`src/aidp_pkg.sv`:
```
/*
  Package for the add-instruction datapath: opcode fields, addressing
  constants, Q-phase count and reset values.
  Assumes a core that presents one 16-bit instruction word per four-phase instruction cycle.
*/
package aidp_pkg;
  localparam int          AIDP_OP_W        = 16;
  localparam logic [7:0]  AIDP_OP_ADDLIT   = 8'h0f;
  localparam logic [5:0]  AIDP_OP_ADDMEM   = 6'h09;
  localparam int          AIDP_OPC_HI      = 15;
  localparam int          AIDP_BIT_D       = 9;
  localparam int          AIDP_BIT_A       = 8;
  localparam logic [7:0]  AIDP_ILO_LIMIT   = 8'h5f;
  localparam logic [7:0]  AIDP_ACC_SPLIT   = 8'h80;
  localparam logic [3:0]  AIDP_ACC_HI_BANK = 4'hf;
  localparam int          AIDP_QPHASES     = 4;
  localparam logic [7:0]  AIDP_W_RST       = 8'h00;
  localparam logic [4:0]  AIDP_FLAGS_RST   = 5'h00;
  localparam int          AIDP_FLG_C       = 0;
  localparam int          AIDP_FLG_HALF    = 1;
  localparam int          AIDP_FLG_Z       = 2;
  localparam int          AIDP_FLG_SWRAP   = 3;
  localparam int          AIDP_FLG_N       = 4;
  typedef enum logic [1:0] {AIDP_Q1, AIDP_Q2, AIDP_Q3, AIDP_Q4} aidp_q_e;
endpackage

```
`src/aidp_adder.sv`:
```
/*
  8-bit adder with status flag generation.
  Purely combinational; the caller registers the results.
*/
module aidp_adder
  import aidp_pkg::*;
(
  // Operands
  input  wire logic [7:0] op_a,
  input  wire logic [7:0] op_b,
  // Results
  output logic      [7:0] sum,
  output logic      [4:0] flags
);
  wire logic [8:0] full_sum = {1'b0, op_a} + {1'b0, op_b};
  wire logic [4:0] low_sum  = {1'b0, op_a[3:0]} + {1'b0, op_b[3:0]};
  wire logic       ovf      = (op_a[7] == op_b[7]) && (full_sum[7] != op_a[7]);

  assign sum = full_sum[7:0];
  always_comb begin
    flags              = '0;
    flags[AIDP_FLG_C]  = full_sum[8];
    flags[AIDP_FLG_HALF]  = low_sum[4];
    flags[AIDP_FLG_Z]     = (full_sum[7:0] == 8'h00);
    flags[AIDP_FLG_SWRAP] = ovf;
    flags[AIDP_FLG_N]  = full_sum[7];
  end
endmodule

```
`src/aidp_core.sv`:
```
/*
  Execution datapath for the literal-add and memory-add instructions.
  Assumes the core presents instr with instr_valid in Q1 of a
  four-phase instruction cycle, where the word is latched, and that data memory
  returns mem_rdata combinationally for mem_addr during Q2..Q3.
*/
// Contract
// - The memory-add opcode 0010 01da adds the accumulator to the byte at its file address.
// - With the destination bit clear the sum goes to the accumulator and memory is untouched.
// - With the destination bit set the sum is written back to the addressed memory byte.
// - With the access bit clear the file address resolves inside the fixed access bank.
// - With the access bit set the address is the bank selector joined with the file address.
// - With extended mode on and access bit clear, addresses up to 95 are indexed literal offsets.
module aidp_core
  import aidp_pkg::*;
(
  // Clock and reset
  input  wire logic              clk,
  input  wire logic              reset_n,
  // Instruction stream
  input  wire logic              instr_valid,
  input  wire logic [AIDP_OP_W-1:0] instr,
  // Addressing context
  input  wire logic [3:0]        bank_selector,
  input  wire logic              ext_mode_en,
  input  wire logic [11:0]       index_base,
  // Data memory
  input  wire logic [7:0]        mem_rdata,
  output logic      [11:0]       mem_addr,
  output logic      [7:0]        mem_wdata,
  output logic                   mem_we,
  // Status
  output logic      [7:0]        accumulator,
  output logic      [4:0]        status_flags,
  output logic      [1:0]        q_phase,
  output logic                   instr_done
);
  aidp_q_e      q_r, q_nxt;
  logic [7:0]   w_r, w_nxt;
  logic [4:0]   flg_r, flg_nxt;
  logic [11:0]  addr_r, addr_nxt;
  logic [7:0]   wd_r, wd_nxt;
  logic         we_r, we_nxt;
  logic         done_r, done_nxt;
  logic [7:0]   opnd_r, opnd_nxt;
  logic [AIDP_OP_W-1:0] ir_r, ir_nxt;

  // Phase decode
  wire logic        in_q1   = (q_r == AIDP_Q1);
  wire logic        in_q2   = (q_r == AIDP_Q2);
  wire logic        in_q4   = (q_r == AIDP_Q4);
  wire logic        take    = in_q1 && instr_valid;

  // Latched word keeps Q2..Q4 right even if the core moves on after Q1
  wire logic [AIDP_OP_W-1:0] cur_ins = in_q1 ? instr : ir_r;

  // Decode
  wire logic        is_lit  = cur_ins[AIDP_OPC_HI -: 8] == AIDP_OP_ADDLIT;
  wire logic        is_mem  = cur_ins[AIDP_OPC_HI -: 6] == AIDP_OP_ADDMEM;
  wire logic        dest_m  = cur_ins[AIDP_BIT_D];
  wire logic        acc_sel = cur_ins[AIDP_BIT_A];
  wire logic [7:0]  f_addr  = cur_ins[7:0];
  wire logic [7:0]  lit_k   = cur_ins[7:0];

  // Address formation
  wire logic        use_ilo  = ext_mode_en && !acc_sel && (f_addr <= AIDP_ILO_LIMIT);
  wire logic [11:0] ilo_addr = index_base + {4'h0, f_addr};
  wire logic [3:0]  acc_bank = (f_addr < AIDP_ACC_SPLIT) ? 4'h0 : AIDP_ACC_HI_BANK;
  wire logic [11:0] bank_addr = acc_sel ? {bank_selector, f_addr} : {acc_bank, f_addr};
  wire logic [11:0] eff_addr = use_ilo ? ilo_addr : bank_addr;

  // Arithmetic
  wire logic [7:0]  sum;
  wire logic [4:0]  sum_flags;
  aidp_adder aidp_adder_inst (
    .op_a  (w_r),
    .op_b  (opnd_r),
    .sum   (sum),
    .flags (sum_flags)
  );

  // Write-back selection, all in Q4
  wire logic        wr_acc   = in_q4 && (is_lit || (is_mem && !dest_m));
  wire logic        wr_mem   = in_q4 && is_mem && dest_m;
  wire logic        wr_flags = in_q4 && (is_lit || is_mem);

  // Phase sequencer
  always_comb begin
    q_nxt = q_r;
    case (q_r)
      AIDP_Q1: begin
        if (instr_valid) begin
          q_nxt = AIDP_Q2;
        end
      end
      AIDP_Q2: begin
        q_nxt = AIDP_Q3;
      end
      AIDP_Q3: begin
        q_nxt = AIDP_Q4;
      end
      AIDP_Q4: begin
        q_nxt = AIDP_Q1;
      end
      default: begin
        q_nxt = AIDP_Q1;
      end
    endcase
  end

  // Datapath next values
  always_comb begin
    ir_nxt   = ir_r;
    addr_nxt = addr_r;
    opnd_nxt = opnd_r;
    w_nxt    = w_r;
    flg_nxt  = flg_r;
    wd_nxt   = wd_r;
    we_nxt   = wr_mem;
    done_nxt = in_q4;
    if (take) begin
      ir_nxt = instr;
    end
    if (take && is_mem) begin
      addr_nxt = eff_addr;
    end
    if (in_q2) begin
      opnd_nxt = is_lit ? lit_k : mem_rdata;
    end
    if (wr_acc) begin
      w_nxt = sum;
    end
    if (wr_flags) begin
      flg_nxt = sum_flags;
    end
    if (wr_mem) begin
      wd_nxt = sum;
    end
  end

  // One short block per register; reset branches load constants only
  always_ff @(posedge clk or negedge reset_n) begin
    if (!reset_n) begin
      q_r <= AIDP_Q1;
    end else begin
      q_r <= q_nxt;
    end
  end

  always_ff @(posedge clk or negedge reset_n) begin
    if (!reset_n) begin
      ir_r <= '0;
    end else begin
      ir_r <= ir_nxt;
    end
  end

  always_ff @(posedge clk or negedge reset_n) begin
    if (!reset_n) begin
      w_r <= AIDP_W_RST;
    end else begin
      w_r <= w_nxt;
    end
  end

  always_ff @(posedge clk or negedge reset_n) begin
    if (!reset_n) begin
      flg_r <= AIDP_FLAGS_RST;
    end else begin
      flg_r <= flg_nxt;
    end
  end

  always_ff @(posedge clk or negedge reset_n) begin
    if (!reset_n) begin
      addr_r <= '0;
    end else begin
      addr_r <= addr_nxt;
    end
  end

  always_ff @(posedge clk or negedge reset_n) begin
    if (!reset_n) begin
      opnd_r <= '0;
    end else begin
      opnd_r <= opnd_nxt;
    end
  end

  always_ff @(posedge clk or negedge reset_n) begin
    if (!reset_n) begin
      wd_r <= '0;
    end else begin
      wd_r <= wd_nxt;
    end
  end

  // Write strobe lands in the next Q1, after the sum is settled
  always_ff @(posedge clk or negedge reset_n) begin
    if (!reset_n) begin
      we_r <= 1'b0;
    end else begin
      we_r <= we_nxt;
    end
  end

  always_ff @(posedge clk or negedge reset_n) begin
    if (!reset_n) begin
      done_r <= 1'b0;
    end else begin
      done_r <= done_nxt;
    end
  end

  // Outputs straight from flip-flops
  assign mem_addr     = addr_r;
  assign mem_wdata    = wd_r;
  assign mem_we       = we_r;
  assign accumulator  = w_r;
  assign status_flags = flg_r;
  assign q_phase      = q_r;
  assign instr_done   = done_r;
endmodule

```
`config.mk`:
```
export PLATFORM = sky130hd
export DESIGN_NAME = aidp_core
export DESIGN_NICKNAME = d
export VERILOG_FILES = /design/src/aidp_pkg.sv /design/src/aidp_adder.sv /design/src/aidp_core.sv
export SDC_FILE = /design/constraint.sdc
export NUM_CORES = 1
export LEC_CHECK = 0
export BUFFER_PORTS_ARGS = -buffer_cell sky130_fd_sc_hd__buf_2
export CAP_MARGIN = 20
export CORE_MARGIN = 2
export CORE_UTILIZATION = 25
export DETAILED_ROUTE_END_ITERATION = 8
export SLEW_MARGIN = 20
export SYNTH_ARGS = -nofsm -noshare
export SYNTH_HDL_FRONTEND = slang
export SYNTH_HIERARCHICAL = 1
export SYNTH_SLANG_ARGS = --single-unit
```
`constraint.sdc`:
```
create_clock -name clk -period 4 [get_ports clk]
set_input_delay 0.2 -clock clk [delete_from_list [all_inputs] [get_ports clk]]
set_output_delay 0.2 -clock clk [all_outputs]
set_load 0.005 [all_outputs]
```
==> flow_metrics.env <==
export IMPL_synth_xor_area_share_pct=2.12
export IMPL_final_cells=599
export IMPL_synth_area_mm2=0.00372
export IMPL_cts_tree="built"
export IMPL_hold_end="ir_r[10]"
export IMPL_grt_pass1_vias=2769
export IMPL_syn_num_nets=397
export IMPL_clk_latency_ps=330
export IMPL_die_h_um=126
export IMPL_min_from="instr[10]"
export IMPL_pwr_density_cell_mw_per_mm2=694
export IMPL_synthMuxAreaShare_pct=21.6
export IMPL_ys_top_cells_by_area="dfrtp_1, mux2_2, ha_1"
export IMPL_syn_inst=330
export IMPL_cp_common_cell="ha_1"
export IMPL_holdWs_ps=121
export IMPL_async_flop_share_pct=100
export IMPL_peakVddDrop_mv=0.236
export IMPL_post_place_ws_ps=981
export IMPL_max_slew_margin_pct=53.5
export IMPL_cts_made_buffers=9
export IMPL_worst_r2r_path_depth=11
export IMPL_gr_total_overflow=0
export IMPL_start_util_pct=25.6
export IMPL_synth_top_area_share_pct=41.0
export IMPL_num_vias=2816
export IMPL_slowest_stage="dfrtp_1"
export IMPL_fmax_ghz=0.331
export IMPL_hold_path_depth=2
export IMPL_grt_antenna_before_repair=0
export IMPL_synth_distinct_cells=55
export IMPL_yosysWarnings=6
export IMPL_cp_slowest_stage_delay_ps=420
export IMPL_clock_sinks=61
export IMPL_drt_iter0_drc=194
export IMPL_post_cts_buffers=0
export IMPL_gp_congestion=0.841
export IMPL_path_clk_slew_ps=50
export IMPL_final_core_util_pct=31.3
export IMPL_r2r_slack_ps=970
export IMPL_dpl_hpwl_um=7280
export IMPL_rsz0062_at_grt="no"
export IMPL_synth_edf_count=0
export IMPL_placed_cells=584
export IMPL_pin_count=81
export IMPL_max_cap_viol_count=0
export IMPL_coreArea_mm2=0.0145
export IMPL_grt_max_degree=33
export IMPL_cp_end_kind="register"
export IMPL_r2r_end="mem_addr[8]"
export IMPL_fin_skew_ps=6.15
export IMPL_synth_compound_area_share_pct=12.1
export IMPL_ctsHtreeMaxLevel=3
export IMPL_diodes=0
export IMPL_cts_buffer_depth=2
export IMPL_min_period_over_period_pct=75.6
export IMPL_crit_required_ps=4220
export IMPL_grt_usage_pct=12.3
export IMPL_synth_seq_cells=61
export IMPL_seq_area_frac_synth_pct=41.0
export IMPL_synthFlopType="dfrtp_1"
export IMPL_path_max_fanout=23
export IMPL_die_w_um=126
export IMPL_worst_pin_slew_ps=696
export IMPL_worstReg2RegStart="q_phase[0]"
export IMPL_hp_class="in2reg"
export IMPL_drive_above_1_share_pct=39.3
export IMPL_dieArea_mm2=0.0159
export IMPL_min_period_ps=3030
export IMPL_nets=479
export IMPL_first_pass_iters=4
export IMPL_fp_row_count=44
export IMPL_grt_pass1_wl_um=15000
export IMPL_final_setup_worst_slack_ps=974
export IMPL_setup_viol=0
export IMPL_start_kind="register"
export IMPL_leakagePower_nw=2.24
export IMPL_route_detailed_drc=0
export IMPL_syn_avg_cell_area_um2=11.3
export IMPL_status="finished clean"
export IMPL_cts_root_buf="clkbuf_16"
export IMPL_arrival_ps=3240
export IMPL_synth_fa_ha_area_share_pct=8.13
export IMPL_drv_slew=0
export IMPL_area_delta_synth_final_pct=22.1
export IMPL_fin_setup_tns_ps=0
export IMPL_synth_area_leader_cell="dfrtp_1"
export IMPL_antenna_left=0
export IMPL_crit_chain="inv_1 > ha_1 > buf_4 > mux2_2 > ha_1 > a21oi_1 > o21ai_0 > o22ai_1 > xnor2_1 > a221oi_1 > nor2_1"
export IMPL_synth_top_family_by_area="multiplexers"
export IMPL_critPathKind="reg2reg"
export IMPL_wl_per_cell_um=15.5
export IMPL_vias_per_cell=4.70
export IMPL_portBuffers=80
export IMPL_totalWireLength_um=9310
export IMPL_synthSimpleGateAreaFrac_pct=11.4
export IMPL_finalHoldViolations=0
==> synth_stat cells (all sizes together) (2+ instances only) <==
master   n
dfrtp   61
mux2    60
ha      21
nand2   18
o21ai   18
nor2    17
a21oi   16
inv     14
buf     11
a21o     9
nor3     8
mux2i    7
xnor2    7
nand3    5
nor2b    4
o21a     4
or3      4
a221oi   3
nand2b   3
nor4b    3
a211oi   2
a31oi    2
and2     2
and4     2
fa       2
nand4    2
nor3b    2
nor4     2
o21bai   2
o22ai    2
xor2     2
==> final cells by class <==
type	instances	area (µm²)
fillers	1540	9990
clock buffers	11	233
repair buffers	83	425
flip-flops and latches	61	1530
inverters	14	52.6
well taps	184	230
multi-input cells	243	2060
clock inverters	3	15.0
==> routing by layer <==
metal	share of wire, %	vias up	global-route usage, %
met4	2.0	0	4.78
li1	-	1369	-
met1	45	1353	16.0
met2	47	80	18.9
met3	5.9	14	4.12
met5	0	-	0
==> cell families after synthesis <==
logic type      Yosys count
compound gates           69
flops                    61
mux                      67
fa+ha+maj                23
buf+inv                  26
xor+xnor                  9
simple gates             75
==> what timing repair did <==
action                    CTS  global route
hold buffers                1             0
gates resized for setup     0             0
hold endpoints to repair   29             0
==> how the worst max path moves through the flow <==
| stage | startpoint | end | slack, ps | cells past startpoint |
|---|---|---|---|---|
| after floorplan | q_phase[0] | mem_addr[8] | 1000 | 13 |
| after global placement | q_phase[0] | mem_addr[8] | 1080 | 11 |
| after detailed placement | q_phase[1] | mem_addr[8] | 980 | 11 |
| after CTS | q_phase[1] | mem_addr[8] | 970 | 11 |
| after global routing | q_phase[1] | mem_addr[8] | 670 | 11 |
| final | q_phase[0] | mem_addr[8] | 970 | 11 |
==> registers in the layout (all words and copies together), names as in the netlist <==
register / flops
accumulator: 8
mem_we: 1
opnd_r: 8
mem_wdata: 8
q_phase: 2
mem_addr: 12
status_flags: 5
ir_r: 16
instr_done: 1
==> where the power goes <==
part,switching [mW],total (mW),internal (mW)
registers,0.145,0.982,0.837
clock network,0.262,0.670,0.408
logic,0.773,1.50,0.730
total,1.18,3.16,1.97
==> layout by cell type, fill, tap and decap left out, types with 3 or more instances in the layout <==
master	Yosys	layout
buf_2	5	80
dfrtp_1	61	61
mux2_2	44	44
ha_1	21	21
nand2_1	18	18
a21oi_1	16	16
mux2_4	16	16
o21ai_0	16	16
inv_1	14	14
nor2_1	14	14
a21o_1	9	9
clkbuf_16	0	9
nor3_1	8	8
mux2i_1	7	7
xnor2_1	7	7
nand3_1	5	5
nor2b_1	4	4
or3_1	4	4
o21a_1	4	4
nand2b_1	3	3
a221oi_1	3	3
clkinv_2	0	3
==> stage by stage <==
stage / cell area, µm² / power [mW]
6_report: 4540 / 3.16
5_1_grt: 4540 / 3.41
4_1_cts: 4540 / 3.19
3_5_place_dp: 4290 / 2.49
3_3_place_gp: 4290 / 2.44
2_1_floorplan: 3720 / 2.11
==> critical path, delay by kind of cell, from the launching register on <==
family,cells,cell delay (ps)
xor+xnor,1,100
flops,1,420
fa+ha+maj,2,630
compound gates,4,890
buf+inv,2,410
simple gates,1,60
mux,1,400
(Power assumes the default switching activity.)
